`config.mk`:
```
export PLATFORM = sky130hd
export DESIGN_NAME = black_clamp_stage
export DESIGN_NICKNAME = d
export VERILOG_FILES = /design/src/rtl/black_clamp_pkg.sv /design/src/rtl/black_average_gain.sv /design/src/rtl/black_clamp_stage.sv /design/src/rtl/pixel_sync_in.sv
export SDC_FILE = /design/constraint.sdc
export NUM_CORES = 1
export LEC_CHECK = 0
export BUFFER_PORTS_ARGS = -buffer_cell sky130_fd_sc_hd__buf_2
export CORE_MARGIN = 2
export CORE_UTILIZATION = 25
export CTS_CLUSTER_SIZE = 30
export DETAILED_ROUTE_END_ITERATION = 6
export GPL_TIMING_DRIVEN = 0
export SYNTH_ARGS = -nofsm -noshare
export SYNTH_HDL_FRONTEND = slang
export SYNTH_HIERARCHICAL = 1
export SYNTH_SLANG_ARGS = --single-unit
```
`constraint.sdc`:
```
create_clock -name clk_sys -period 9.18 [get_ports clk_sys]
set_input_delay 1.836 -clock clk_sys [delete_from_list [all_inputs] [get_ports clk_sys]]
set_output_delay 1.836 -clock clk_sys [all_outputs]
set_load 0.01 [all_outputs]
```
`src/rtl/black_clamp_pkg.sv`:
```
// constants, register map and field layout for the black-level clamp stage
// Notes on behaviour
// RQ1: with the clamp enable set, pixels are clamped by the optical-black average, the enable being taken up only at vertical sync.
// RQ2: a 3-bit code picks 1, 2, 4, 8 or 16 black pixels per line for the average; codes 5 to 7 are reserved.
// RQ3: a 3-bit code picks 1, 2, 4, 8 or 16 black lines for the average; higher codes are reserved.
// RQ4: the first black sample of a line lies a programmable 15-bit count of pixel clocks after horizontal sync starts.
// RQ5: the black average is multiplied by a 5-bit unsigned gain with four fraction bits, from zero to just under two.
// RQ6: with clamping off, a programmable 14-bit DC level is subtracted from every sample.
// RQ7: in 8-bit YUV input mode (code 2) or embedded-sync mode, negative DC-subtraction results are not clipped to zero.
// RQ8: each colour-pattern entry is a 2-bit code: 0 red, 1 green on red row, 2 green on blue row, 3 blue.
// RQ9: the pattern register holds sixteen 2-bit entries, line L pixel P at bits 8L+2P+1 down to 8L+2P.
// RQ10: with clamping on, the gained black average replaces the DC level and is refreshed from the window every frame.
// RQ11: in other raw input modes, negative DC-subtraction results saturate to zero.
package black_clamp_pkg;
    // word byte addresses on the wishbone slave
    localparam logic [3:0] ADDR_CLAMP_SETTINGS = 4'h0;
    localparam logic [3:0] ADDR_DC_LEVEL = 4'h4;
    localparam logic [3:0] ADDR_COLOR_PATTERN = 4'h8;
    localparam logic [3:0] ADDR_MODE_CONFIG = 4'hC;
    localparam logic [3:0] ADDR_BLACK_STATUS = 4'h0; // status sits at word 4 (0x10)
    localparam logic [4:0] ADDR_STATUS_FULL = 5'h10;
    // black_clamp_settings fields
    localparam int CLAMP_EN_BIT = 31;
    localparam int PIX_CODE_LSB = 28;
    localparam int LINE_CODE_LSB = 25;
    localparam int START_LSB = 10;
    localparam int GAIN_LSB = 0;
    localparam logic [31:0] CLAMP_WRITE_MASK = 32'hFFFF_FC1F; // bits 9-5 read zero
    localparam logic [31:0] DC_WRITE_MASK = 32'h0000_3FFF;
    localparam logic [31:0] MODE_WRITE_MASK = 32'h0000_0013;
    // mode_config fields: input format in bits 1-0, embedded sync enable in bit 4
    localparam int FORMAT_LSB = 0;
    localparam int EMBED_BIT = 4;
    localparam logic [1:0] FORMAT_YUV8 = 2'h2;
    localparam logic [31:0] REG_RESET = 32'h0000_0000;
    // widths
    localparam int PIX_W = 14;
    localparam int START_W = 15;
    localparam int GAIN_W = 5;
    localparam int GAIN_FRAC = 4;
    localparam int CODE_W = 3;
    localparam logic [2:0] CODE_MAX = 3'h4;
    localparam int SUM_W = PIX_W + 8; // up to 256 samples
    // colour codes
    typedef enum logic [1:0] {
        COLOR_RED = 2'h0,
        COLOR_GREEN_RED_ROW = 2'h1,
        COLOR_GREEN_BLUE_ROW = 2'h2,
        COLOR_BLUE = 2'h3
    } color_type;
endpackage

```
`src/rtl/black_average_gain.sv`:
```
// black-average scaling: divide the window sum by its sample count, apply gain
`timescale 1ns/1ps
`default_nettype none
module black_average_gain
    import black_clamp_pkg::*;
(
    input wire logic [SUM_W-1:0] sum_in,
    input wire logic [CODE_W-1:0] pix_code,
    input wire logic [CODE_W-1:0] line_code,
    input wire logic [GAIN_W-1:0] gain,
    output logic [PIX_W-1:0] level_out
);
    logic [3:0] shift_amt;
    logic [SUM_W-1:0] avg;
    logic [SUM_W+GAIN_W-1:0] prod;
    logic [SUM_W+GAIN_W-1:0] scaled;

    // counts are powers of two, so the divide is a shift by both codes
    always_comb begin
        shift_amt = 4'({1'b0, pix_code} + {1'b0, line_code});
        avg = sum_in >> shift_amt;
        prod = (SUM_W + GAIN_W)'(avg) * (SUM_W + GAIN_W)'(gain); // see RQ5
        scaled = prod >> GAIN_FRAC;
        // saturate: a gain near two can overflow the pixel range
        if (|scaled[SUM_W+GAIN_W-1:PIX_W]) begin
            level_out = '1;
        end else begin
            level_out = scaled[PIX_W-1:0];
        end
    end
endmodule // black_average_gain
`default_nettype wire

```
`src/rtl/black_clamp_stage.sv`:
```
// black-level clamp stage: wishbone registers, black sampling, clamp datapath
//
// Implementation choices: the placing of the registers and the Wishbone interface to the registers.
`timescale 1ns/1ps
`default_nettype none
module black_clamp_stage
    import black_clamp_pkg::*;
(
    input wire logic clk_sys,
    input wire logic srst,
    // classic wishbone slave
    input wire logic wb_cyc_i,
    input wire logic wb_stb_i,
    input wire logic wb_we_i,
    input wire logic [4:0] wb_adr_i,
    input wire logic [3:0] wb_sel_i,
    input wire logic [31:0] wb_dat_i,
    output logic [31:0] wb_dat_o,
    output logic wb_ack_o,
    // sensor side, asynchronous pins
    input wire logic [PIX_W-1:0] sensor_data,
    input wire logic sensor_valid,
    input wire logic horizontal_sync,
    input wire logic vertical_sync,
    // processed pixel stream
    output logic [PIX_W-1:0] pixel_out,
    output logic pixel_out_valid,
    output logic [1:0] pixel_color
);
    localparam int SYNC_W = PIX_W + 3;

    logic [31:0] clamp_settings_r;
    logic [31:0] dc_level_r;
    logic [31:0] color_pattern_r;
    logic [31:0] mode_config_r;
    logic black_clamp_enable_r;
    logic [PIX_W-1:0] black_level_r;
    logic [SUM_W-1:0] black_sum_r;
    logic [START_W:0] pix_cnt_r;
    logic [4:0] line_cnt_r;
    logic [4:0] win_cnt_r;
    logic [1:0] line_idx_r;
    logic [1:0] pix_idx_r;
    logic [SYNC_W-1:0] sync_bus;
    logic [SYNC_W-1:0] rise_bus;
    logic [PIX_W-1:0] data_s;
    logic valid_s;
    logic hs_rise;
    logic vs_rise;
    logic [PIX_W-1:0] gained_level;
    logic [PIX_W-1:0] sub_level;
    logic [PIX_W:0] diff;
    logic no_clip;
    logic in_window;
    logic [4:0] pix_needed;
    logic [4:0] line_needed;
    logic [START_W:0] start_pix;
    logic [CODE_W-1:0] pix_code;
    logic [CODE_W-1:0] line_code;
    logic bus_req;
    logic [31:0] rd_word;

    // reserved codes fall back to the largest documented count
    function automatic logic [CODE_W-1:0] legal_code(input logic [CODE_W-1:0] code);
        legal_code = (code > CODE_MAX) ? CODE_MAX : code;
    endfunction

    function automatic logic [4:0] code_count(input logic [CODE_W-1:0] code);
        code_count = 5'(5'h1 << code);
    endfunction

    // byte-lane merge of a write into a register, masking reserved bits
    function automatic logic [31:0] merge(input logic [31:0] old, input logic [31:0] wd,
                                          input logic [3:0] sel, input logic [31:0] mask);
        logic [31:0] res;
        res = old;
        for (int i = 0; i < 4; i++) begin
            if (sel[i]) begin
                res[i*8 +: 8] = wd[i*8 +: 8];
            end
        end
        merge = res & mask;
    endfunction

    pixel_sync_in #(
        .WIDTH(SYNC_W)
    ) u_sync (
        .clk_sys(clk_sys),
        .srst(srst),
        .async_in({sensor_data, sensor_valid, horizontal_sync, vertical_sync}),
        .sync_out(sync_bus),
        .rise_out(rise_bus)
    );

    assign data_s = sync_bus[SYNC_W-1:3];
    assign valid_s = sync_bus[2];
    assign hs_rise = rise_bus[1];
    assign vs_rise = rise_bus[0];

    assign pix_code = legal_code(clamp_settings_r[PIX_CODE_LSB +: CODE_W]); // see RQ2
    assign line_code = legal_code(clamp_settings_r[LINE_CODE_LSB +: CODE_W]); // see RQ3
    assign pix_needed = code_count(pix_code);
    assign line_needed = code_count(line_code);
    assign start_pix = {1'b0, clamp_settings_r[START_LSB +: START_W]};

    black_average_gain u_gain (
        .sum_in(black_sum_r),
        .pix_code(pix_code),
        .line_code(line_code),
        .gain(clamp_settings_r[GAIN_LSB +: GAIN_W]),
        .level_out(gained_level)
    );

    // wishbone: one-cycle ack, dropped the cycle after it is given
    assign bus_req = wb_cyc_i & wb_stb_i & ~wb_ack_o;

    always_ff @(posedge clk_sys) begin
        if (srst) begin
            wb_ack_o <= 1'b0;
        end else begin
            wb_ack_o <= bus_req;
        end
    end

    // register writes land at the edge where the master sees ack high
    always_ff @(posedge clk_sys) begin
        if (srst) begin
            clamp_settings_r <= REG_RESET;
            dc_level_r <= REG_RESET;
            color_pattern_r <= REG_RESET;
            mode_config_r <= REG_RESET;
        end else if (wb_cyc_i && wb_stb_i && wb_ack_o && wb_we_i) begin
            case (wb_adr_i)
                {1'b0, ADDR_CLAMP_SETTINGS}: begin
                    clamp_settings_r <= merge(clamp_settings_r, wb_dat_i, wb_sel_i,
                                              CLAMP_WRITE_MASK);
                end
                {1'b0, ADDR_DC_LEVEL}: begin
                    dc_level_r <= merge(dc_level_r, wb_dat_i, wb_sel_i, DC_WRITE_MASK); // see RQ6
                end
                {1'b0, ADDR_COLOR_PATTERN}: begin
                    color_pattern_r <= merge(color_pattern_r, wb_dat_i, wb_sel_i, '1); // see RQ9
                end
                {1'b0, ADDR_MODE_CONFIG}: begin
                    mode_config_r <= merge(mode_config_r, wb_dat_i, wb_sel_i, MODE_WRITE_MASK);
                end
                default: begin
                end
            endcase
        end
    end

    // read mux; unmapped addresses read zero and are still acknowledged
    always_comb begin
        case (wb_adr_i)
            {1'b0, ADDR_CLAMP_SETTINGS}: rd_word = clamp_settings_r;
            {1'b0, ADDR_DC_LEVEL}: rd_word = dc_level_r;
            {1'b0, ADDR_COLOR_PATTERN}: rd_word = color_pattern_r;
            {1'b0, ADDR_MODE_CONFIG}: rd_word = mode_config_r;
            ADDR_STATUS_FULL: rd_word = {black_clamp_enable_r, 17'h0_0000, black_level_r};
            default: rd_word = 32'h0000_0000;
        endcase
    end

    always_ff @(posedge clk_sys) begin
        if (srst) begin
            wb_dat_o <= 32'h0000_0000;
        end else if (bus_req) begin
            wb_dat_o <= rd_word;
        end
    end

    // enable is taken into the datapath only at vertical sync
    always_ff @(posedge clk_sys) begin
        if (srst) begin
            black_clamp_enable_r <= 1'b0;
        end else if (vs_rise) begin
            black_clamp_enable_r <= clamp_settings_r[CLAMP_EN_BIT]; // see RQ1
        end
    end

    // pixel counter from horizontal sync, line counter from vertical sync
    always_ff @(posedge clk_sys) begin
        if (srst) begin
            pix_cnt_r <= '0;
            pix_idx_r <= 2'h0;
        end else if (hs_rise) begin
            pix_cnt_r <= '0; // see RQ4
            pix_idx_r <= 2'h0;
        end else begin
            if (!(&pix_cnt_r)) begin
                pix_cnt_r <= pix_cnt_r + 1'b1;
            end
            if (valid_s) begin
                pix_idx_r <= pix_idx_r + 2'h1;
            end
        end
    end

    always_ff @(posedge clk_sys) begin
        if (srst) begin
            line_cnt_r <= 5'h00;
            line_idx_r <= '1;
        end else if (vs_rise) begin
            line_cnt_r <= 5'h00;
            line_idx_r <= '1; // first hsync of a frame steps this to pattern line 0
        end else if (hs_rise) begin
            // saturates so the window closes after the chosen line count
            if (line_cnt_r != 5'h1F) begin
                line_cnt_r <= line_cnt_r + 5'h01;
            end
            line_idx_r <= line_idx_r + 2'h1;
        end
    end

    // the window: first lines after vsync, pixels from the start offset
    always_comb begin
        in_window = valid_s && (line_cnt_r != 5'h00) && (line_cnt_r <= line_needed)
            && (pix_cnt_r >= start_pix) // see RQ4
            && (win_cnt_r < pix_needed); // see RQ2
    end

    // samples taken on this line; gaps in valid must not shorten the window
    always_ff @(posedge clk_sys) begin
        if (srst) begin
            win_cnt_r <= 5'h00;
        end else if (hs_rise) begin
            win_cnt_r <= 5'h00;
        end else if (in_window) begin
            win_cnt_r <= win_cnt_r + 5'h01;
        end
    end

    // accumulate the window each frame; latch the level at frame end
    always_ff @(posedge clk_sys) begin
        if (srst) begin
            black_sum_r <= '0;
            black_level_r <= '0;
        end else if (vs_rise) begin
            black_level_r <= gained_level; // see RQ10
            black_sum_r <= '0;
        end else if (in_window) begin
            black_sum_r <= black_sum_r + SUM_W'(data_s); // see RQ2
        end
    end

    // pick the level to subtract and whether clipping applies
    always_comb begin
        sub_level = black_clamp_enable_r ? black_level_r
                                         : dc_level_r[PIX_W-1:0]; // see RQ10
        no_clip = (mode_config_r[FORMAT_LSB +: 2] == FORMAT_YUV8)
            || mode_config_r[EMBED_BIT]; // see RQ7
        diff = {1'b0, data_s} - {1'b0, sub_level};
    end

    // output pixel; a wrapped result is kept only in the no-clip modes
    always_ff @(posedge clk_sys) begin
        if (srst) begin
            pixel_out <= '0;
            pixel_out_valid <= 1'b0;
            pixel_color <= COLOR_RED;
        end else begin
            pixel_out_valid <= valid_s;
            if (diff[PIX_W] && !no_clip) begin
                pixel_out <= '0; // see RQ11
            end else begin
                pixel_out <= diff[PIX_W-1:0]; // see RQ6
            end
            // colour lookup: line L pixel P at bits 8L+2P+1..8L+2P
            pixel_color <= color_pattern_r[{line_idx_r, pix_idx_r, 1'b0} +: 2]; // see RQ8
        end
    end
endmodule // black_clamp_stage
`default_nettype wire

```
`src/rtl/pixel_sync_in.sv`:
```
// two-flop synchroniser for the sensor pins plus a sync edge detector
`timescale 1ns/1ps
`default_nettype none
module pixel_sync_in
    import black_clamp_pkg::*;
#(
    parameter int WIDTH = 16
) (
    input wire logic clk_sys,
    input wire logic srst,
    input wire logic [WIDTH-1:0] async_in,
    output logic [WIDTH-1:0] sync_out,
    output logic [WIDTH-1:0] rise_out
);
    logic [WIDTH-1:0] meta_r;
    logic [WIDTH-1:0] stage_r;
    logic [WIDTH-1:0] prev_r;

    // first stage is read only by the second
    always_ff @(posedge clk_sys) begin
        if (srst) begin
            meta_r <= '0;
            stage_r <= '0;
            prev_r <= '0;
        end else begin
            meta_r <= async_in;
            stage_r <= meta_r;
            prev_r <= stage_r;
        end
    end

    assign sync_out = stage_r;
    assign rise_out = stage_r & ~prev_r;
endmodule // pixel_sync_in
`default_nettype wire

```
Word level (Yosys, flattened, before mapping)
Cells that the tools add are included.

word-level totals
  logic and storage cells = 90
  input bits = 63
  output and inout bits = 50
  flip-flop bits (word level) = 229

operators by class
  order comparisons = 5
  muxes and demuxes = 5
  shift operators = 4
  add/subtract/negate cells = 8
  bitwise logic cells = 5
  eq/ne operators = 6
  reductions and logical operators = 29
  multipliers = 1

operator list
  operator                                                               count
  32-bit case mux with 5 select lines                                    1
  3-bit AND reduction                                                    11
  32-bit by 6-bit indexed part select with 2-bit output                  1
  14-bit 2-to-1 mux                                                      2
  22-bit by 5-bit multiplier with 27-bit output                          1
  22-bit by 14-bit adder with 22-bit output                              1
  22-bit by 4-bit right shift with 22-bit output                         1
  16-bit by 1-bit adder with 16-bit output, second input constant        1
  16-bit by 15-bit greater-or-equal comparator with 1-bit output         1
  16-bit AND reduction                                                   1
  14-bit by 14-bit subtractor with 15-bit output                         1
  5-bit by 1-bit adder with 5-bit output, second input constant          2
  5-bit by 4-bit equality test with 1-bit output, second input constant  2
  1-bit by 3-bit left shift with 5-bit output, first input constant      2
  9-bit OR reduction                                                     1
  1-bit logical AND                                                      8
  3-bit greater-than comparator, second input constant                   2
  3-bit 2-to-1 mux                                                       2
  2-bit OR reduction                                                     3
  5-bit by 3-bit equality test with 1-bit output, second input constant  1
  5-bit equality test, second input constant                             1
  5-bit less-or-equal comparator                                         1
  5-bit logical NOT                                                      1
  5-bit less-than comparator                                             1
  12 further kinds                                                       14

Logic depth before layout (Yosys ltp)
Gate-level depths: netlist of run 1.

  word-level depth = 7
  gate-level depth with buffers = 32
  depth with buffers taken out = 28

Cells and area by module
The synthesis of run 1 kept the hierarchy.

modules (own cells, without submodules)
  module              area an instance (µm²)  cells an instance  instances
  black_clamp_stage   9,699.3                 1,132              1
  black_average_gain  4,823.4                 643                1
  pixel_sync_in       1,471.4                 124                1

Worst setup path before layout of run 1
Ideal clock, no wire load.

  path kind = register to register
  from = reg clamp_settings_r[25]
  to = reg black_level_r[2]
  setup slack = 2,033 ps
  library setup time = 128 ps
  arrival time = 7,019 ps
  data required time = 9,052 ps
  path buffers = 5
  cell stages (with the launch flop) = 31
  clock period less this slack = 7,147 ps
  cell sequence = dfxtp_1 nor2b_1 ha_1 inv_1 fa_1 buf_6 buf_6 clkbuf_1 mux2i_1 a21oi_1 a21oi_1 a21oi_1 and2_1 fa_1 fa_1 inv_1 fa_1 inv_1 ha_1 clkbuf_1 nand4_1 or2_2 nor3_1 nand3_2 a211oi_1 o21ai_0 a2111oi_4 buf_6 nand4_1 mux2i_1 nor2_1

between the ends
  word-level cells in the longest chain between the ends = 7

RTL lines
  item                                              line                      RTL
  from (decl)                                       black_clamp_stage.sv:32   logic [31:0] clamp_settings_r;
  from (signal assigned)                            black_clamp_stage.sv:135  clamp_settings_r <= merge(clamp_settings_r, wb_dat_i, wb_sel_i,
  3-bit greater-than comparator                     black_clamp_stage.sv:65   legal_code = (code > CODE_MAX) ? CODE_MAX : code;
  3-bit 2-to-1 mux *                                black_clamp_stage.sv:65
  via line_code[0]                                  black_clamp_stage.sv:59   logic [CODE_W-1:0] line_code;
  3-bit by 3-bit adder with 4-bit output *          black_average_gain.sv:20  shift_amt = 4'({1'b0, pix_code} + {1'b0, line_code});
  22-bit by 4-bit right shift with 22-bit output *  black_average_gain.sv:21  avg = sum_in >> shift_amt;
  22-bit by 5-bit multiplier with 27-bit output *   black_average_gain.sv:22  prod = (SUM_W + GAIN_W)'(avg) * (SUM_W + GAIN_W)'(gain);
  9-bit OR reduction                                black_average_gain.sv:25  if (|scaled[SUM_W+GAIN_W-1:PIX_W]) begin
  14-bit 2-to-1 mux *                               black_average_gain.sv:25
  via gained_level[2]                               black_clamp_stage.sv:50   logic [PIX_W-1:0] gained_level;
  to (signal assigned)                              black_clamp_stage.sv:240  black_level_r <= gained_level;
  to (decl)                                         black_clamp_stage.sv:37   logic [PIX_W-1:0] black_level_r;

The timed path passes the listed nets; every way through them passes the cells marked *.
A chain may end at the register's enable or synchronous reset.

Worst setup path after layout of run 1
  from = reg clamp_settings_r[25]
  to = reg black_level_r[9]

The elaborated chain is that of the path after synthesis.

==> results of run 1 <==
per-layer routing:
layer  up-vias  part of all wire [%]  wire (um)  GRT usage (%)
met3        75                   5.6       2700           1.91
met1      6601                    44      21500           19.5
met4         4                   3.6       1750           5.63
met5         -                 0.052         25              0
li1       6739                     -          -              -
met2       360                    47      22600           25.2
cells in the final DEF (no fill, tap or decap), types with 15 or more instances in the layout:
cell / n
a211oi_1: 21
inv_1: 110
nand2_1: 166
nand3_1: 81
dfxtp_1: 229
a21o_1: 24
nand4_1: 31
mux2i_1: 95
xor2_1: 27
nand2b_1: 15
a21oi_1: 153
a222oi_1: 15
nor2b_1: 59
ha_1: 93
fa_1: 62
buf_2: 119
a22oi_1: 21
o21ai_0: 39
and2_1: 55
nor2_1: 208
xnor2_1: 29
nor3_1: 42
clkbuf_16: 24
clkbuf_1: 89
final cells by class:
cell class                      count  area, um2  area share [%]
Clock buffer                       31        687            3.82
Inverter                          112        420            2.34
Multi-Input combinational cell   1404      10000            55.9
Buffer                            108        452            2.51
Clock inverter                     12        226            1.26
Tap cell                          790        988            5.50
Sequential cell                   229       4580            25.5
Timing Repair Buffer              113        568            3.16
power breakdown:
part / total, mW / internal, mW / switching [mW] / leakage [nW]
combinational: 0.140 / 0.0500 / 0.0902 / 5.26
clock: 1.13 / 0.697 / 0.435 / 0.444
sequential: 1.02 / 1.01 / 0.00871 / 1.85
state kept, by name, indices dropped and copies added, names as in the netlist, 14 cells and up:
name              cells
color_pattern_r      32
wb_dat_o             32
clamp_settings_r     27
black_sum_r          22
u_sync/meta_r        17
u_sync/sync_out      17
pix_cnt_r            16
black_level_r        14
dc_level_r           14
pixel_out            14
through the flow:
stage / power, mW / utilization [%] / worst slack, ns / area [um2] / instances
final: 2.29 / 29.2 / 0.599 / 18000 / 2799
after global routing: 2.36 / 29.2 / 0.0704 / 18000 / 2799
after floorplan: 1.12 / - / 2.03 / 15500 / 1853
after detailed placement: 1.18 / 27.7 / 0.720 / 17100 / 2755
after CTS: 2.31 / 29.2 / 0.718 / 18000 / 2798
after global placement: 1.18 / 27.7 / 0.694 / 17100 / 2755
final timing paths:
path	to	depth (start not counted)	slack, ns	from
setup / recovery	black_level_r[9]	29	0.60	clamp_settings_r[25]
setup reg to reg	black_level_r[9]	29	0.60	clamp_settings_r[25]
hold reg to reg	u_sync/sync_out[8]	1	0.44	u_sync/meta_r[8]
hold / removal	u_sync/sync_out[8]	1	0.44	u_sync/meta_r[8]
==> impl_metrics.py, run 1 <==
metrics = {
    "run_status": {
        "status": "finished, final reports clean",
    },
    "setup_path": {
        "criticalPathCategory": "register to register",
        "start_kind": "register",
        "critPathRequiredTime_ns": 9.60,
        "endpoint_kind": "register",
        "crit_path_max_incr_delay_ns": 0.69,
        "path_max_fanout": 10,
        "critical_path_arrival_ns": 9.00,
        "cp_num_buf_inv": 8,
        "cp_common_cell": "fa_1",
        "crit_slowest_cell": "o41ai_1",
        "crit_family": "adder cells",
    },
    "cts": {
        "cts_max_path_buffers": 3,
        "clk_latency_ns": 0.55,
        "numCtsBuffers": 24,
        "postCtsSetupBuffers": 0,
        "cts_root_buf": "clkbuf_16",
        "clock_sinks": 229,
        "cts_tree": "yes",
        "htree_num_levels": 1,
        "hold_buffers": 0,
        "cts.clk_slew.worst_paths_ns": 0.06,
        "cts_resized": 0,
    },
    "synth": {
        "synthesis.area_um2": 15500,
        "avgSynthCellArea_um2": 8.37,
        "synth_cells": 1853,
        "yosysWarnings": 6,
        "synth_nets": 2071,
    },
    "timing": {
        "final_max_slew_viol_count": 0,
        "finClkSkew_ns": 0.0291,
        "hold_viol": 0,
        "finalCritPeriodShare_pct": 93.5,
        "rsz0062_at_grt": "false",
        "fin_tns_setup_ns": 0,
        "tightest_slew_ns": 1.25,
        "setup_viol": 0,
        "layout_min_cycle_time_ns": 8.58,
        "whs_ns": 0.437,
        "fmax_ghz": 0.117,
        "slew_headroom_pct": 15.8,
    },
    "global_routing": {
        "grt_util_all_layers_pct": 15.0,
        "grt.overflow.total": 0,
        "grt_pass1_wl_um": 75800,
        "grt_start_max_net_pins": 15,
        "grt_pass1_vias": 13400,
        "antenna_found_initial": 2,
    },
    "detailed_routing": {
        "drt_pass1_iterations": 6,
        "drc_errors": 0,
        "detail_route.wl_per_cell_um": 17.3,
        "detail-route-antenna-nets": 0,
        "drt_iter0_drc": 986,
        "vias": 13800,
        "wirelength_um": 48500,
        "vias_per_cell": 4.92,
    },
    "floorplanning": {
        "num_rows": 91,
        "core-area_um2": 61500,
        "ios": 113,
        "dieArea_um2": 64000,
        "start_util_pct": 25.2,
        "fp.dieH_um": 253,
        "die_w_um": 253,
    },
    "place": {
        "dp_hpwl_um": 38500,
        "gp_congestion": 0.916,
        "port_buffers": 112,
    },
    "layout": {
        "fin_nets": 2210,
        "antennaDiodeCount": 0,
        "drive_gt1_share_pct": 10.3,
        "nFillCells": 6627,
        "area_delta_synth_final_pct": 15.9,
    },
    "run": {
        "drv_cap": 0,
    },
    "pwr": {
        "powerDensity_nw_per_um2": 127,
        "ir_worst_vdd_v": 0.000131,
        "p_leak_nw": 7.56,
    },
    "hold_path": {
        "hold_path_class": "register to register",
    },
}
(Power assumes the default switching activity.)
==> run 2, diff against run 1 <==
--- a/config.mk
+++ b/config.mk
@@ -6,7 +6,7 @@
 export NUM_CORES = 1
 export LEC_CHECK = 0
 export BUFFER_PORTS_ARGS = -buffer_cell sky130_fd_sc_hd__buf_2
-export CORE_MARGIN = 2
+export CORE_MARGIN = 3
 export CORE_UTILIZATION = 25
 export CTS_CLUSTER_SIZE = 30
 export DETAILED_ROUTE_END_ITERATION = 6
==> run 2 against run 1 <==
Against the previous run:
- fmax down 0.23%
- final cell count shrank 0.36%
- register-to-register slack got worse by 0.02 ns
- clock power shrank 13%
- setup slack worse by 0.020 ns
- sequential cell count unchanged
- cell area decreased by 0.79%
- first-iteration DRC count shrank 0.71%
- clock-buffer cell count is the same
- worst hold slack hardly changed
- global-route usage fell by 0.12 points
- largest cell class unchanged
- highest routed layer unchanged
==> impl_metrics.py, run 2 (same netlist as run 1, synthesis figures left out) <==
metrics = {
    "detailed_routing": {
        "wirelength_um": 48700,
        "drc_errors": 0,
        "drt_pass1_iterations": 5,
        "detail-route-antenna-nets": 0,
        "vias": 13800,
        "vias_per_cell": 4.94,
        "drt_iter0_drc": 979,
        "detail_route.wl_per_cell_um": 17.5,
    },
    "timing": {
        "setup_viol": 0,
        "layout_min_cycle_time_ns": 8.60,
        "fmax_ghz": 0.116,
        "fin_tns_setup_ns": 0,
        "hold_viol": 0,
        "finClkSkew_ns": 0.0203,
        "finalCritPeriodShare_pct": 93.7,
        "slew_headroom_pct": 22.0,
        "tightest_slew_ns": 1.16,
        "rsz0062_at_grt": "false",
        "final_max_slew_viol_count": 0,
    },
    "layout": {
        "area_delta_synth_final_pct": 15.0,
        "final_common_cell": "dfxtp_1",
        "fin_nets": 2208,
        "drive_gt1_share_pct": 10.2,
        "final_cell_mix": "dfxtp_1 (229), nor2_1 (208), nand2_1 (166)",
        "utilization_pct": 29.3,
        "reg_top3": "color_pattern_r: 32 flops, wb_dat_o: 32 flops, clamp_settings_r: 27 flops",
    },
    "pwr": {
        "powerDensity_nw_per_um2": 120,
        "p_leak_nw": 7.50,
        "ir_worst_vdd_v": 0.000105,
    },
    "floorplanning": {
        "start_util_pct": 25.5,
        "num_rows": 90,
        "fp.dieH_um": 255,
        "core-area_um2": 60800,
        "ios": 113,
        "die_w_um": 255,
        "dieArea_um2": 65000,
    },
    "cts": {
        "cts_tree": "yes",
        "cts_max_path_buffers": 3,
        "htree_num_levels": 1,
        "hold_buffers": 0,
        "clock_sinks": 229,
        "postCtsSetupBuffers": 0,
        "cts.clk_slew.worst_paths_ns": 0.07,
        "cts_root_buf": "clkbuf_16",
        "cts_resized": 0,
        "clk_latency_ns": 0.55,
        "numCtsBuffers": 24,
    },
    "global_routing": {
        "grt_pass1_wl_um": 76100,
        "grt.overflow.total": 0,
        "grt_start_max_net_pins": 16,
        "grt_util_all_layers_pct": 14.9,
        "grt_pass1_vias": 13400,
        "antenna_found_initial": 3,
    },
    "setup_path": {
        "path_max_fanout": 19,
        "critPathRequiredTime_ns": 9.60,
        "start_kind": "register",
        "criticalPathCategory": "register to register",
        "crit_path_max_incr_delay_ns": 0.61,
        "critical_path_arrival_ns": 9.02,
        "endpoint_kind": "register",
        "startpoint": "clamp_settings_r[25]",
        "cp_common_cell": "fa_1",
        "crit_slowest_cell": "o41ai_1",
        "r2r-start": "clamp_settings_r[25]",
    },
    "run": {
        "drv_cap": 0,
    },
    "hold_path": {
        "min_from": "u_sync/meta_r[8]",
        "hold_path_class": "register to register",
    },
    "place": {
        "port_buffers": 112,
        "gp_congestion": 0.893,
        "dp_hpwl_um": 38900,
    },
    "run_status": {
        "status": "finished, final reports clean",
    },
}
==> run 2: routing by layer <==
metal	track usage, %	share of wire [%]
met5	0	0.027
met4	6.47	4.5
met3	2.91	6.5
met2	24.4	46
met1	19.0	43
==> run 2: worst paths after layout <==
| kind | endpoint | slack (ns) | cells past startpoint |
|---|---|---|---|
| setup reg to reg | black_level_r[12] | 0.58 | 29 |
| hold reg to reg | u_sync/sync_out[8] | 0.44 | 1 |
| hold / removal | u_sync/sync_out[8] | 0.44 | 1 |
| setup / recovery | black_level_r[12] | 0.58 | 29 |
==> run 2: worst max-delay path, delay by kind of cell (launching register included) <==
family | cells | cell delay, ns
AO/OA/AOI/OAI | 4 | 1.78
adder cells (fa/ha/maj) | 6 | 2.63
buffers and inverters | 7 | 1.12
flip-flops | 1 | 0.43
multiplexers | 3 | 0.72
AND/OR/NAND/NOR | 9 | 1.77
==> run 2: per-stage QoR <==
stage,total power [mW],area [um2],hold slack [ns],cells,setup WS [ns]
final,2.14,17800,0.438,2789,0.579
after global routing,2.22,17800,0.460,2788,0.00118
after CTS,2.16,17800,0.441,2789,0.685
after detailed placement,1.18,17000,0.425,2747,0.664
after global placement,1.18,17000,0.432,2747,0.733
after floorplan,1.12,15500,0.414,1853,2.03
==> run 2: area by class of cell <==
class                           count  area [um2]
Buffer                            107         448
Antenna cell                        1        2.50
Multi-Input combinational cell   1404       10100
Clock buffer                       31         667
Fill cell                        6642       43000
Clock inverter                     11         111
Timing Repair Buffer              112         561
Sequential cell                   229        4580
Tap cell                          782         978
Inverter                          112         420
==> run 2: report_power, final <==
part	switching, mW	internal (mW)
sequential	0.00981	1.01
clock	0.434	0.547
combinational	0.0889	0.0499
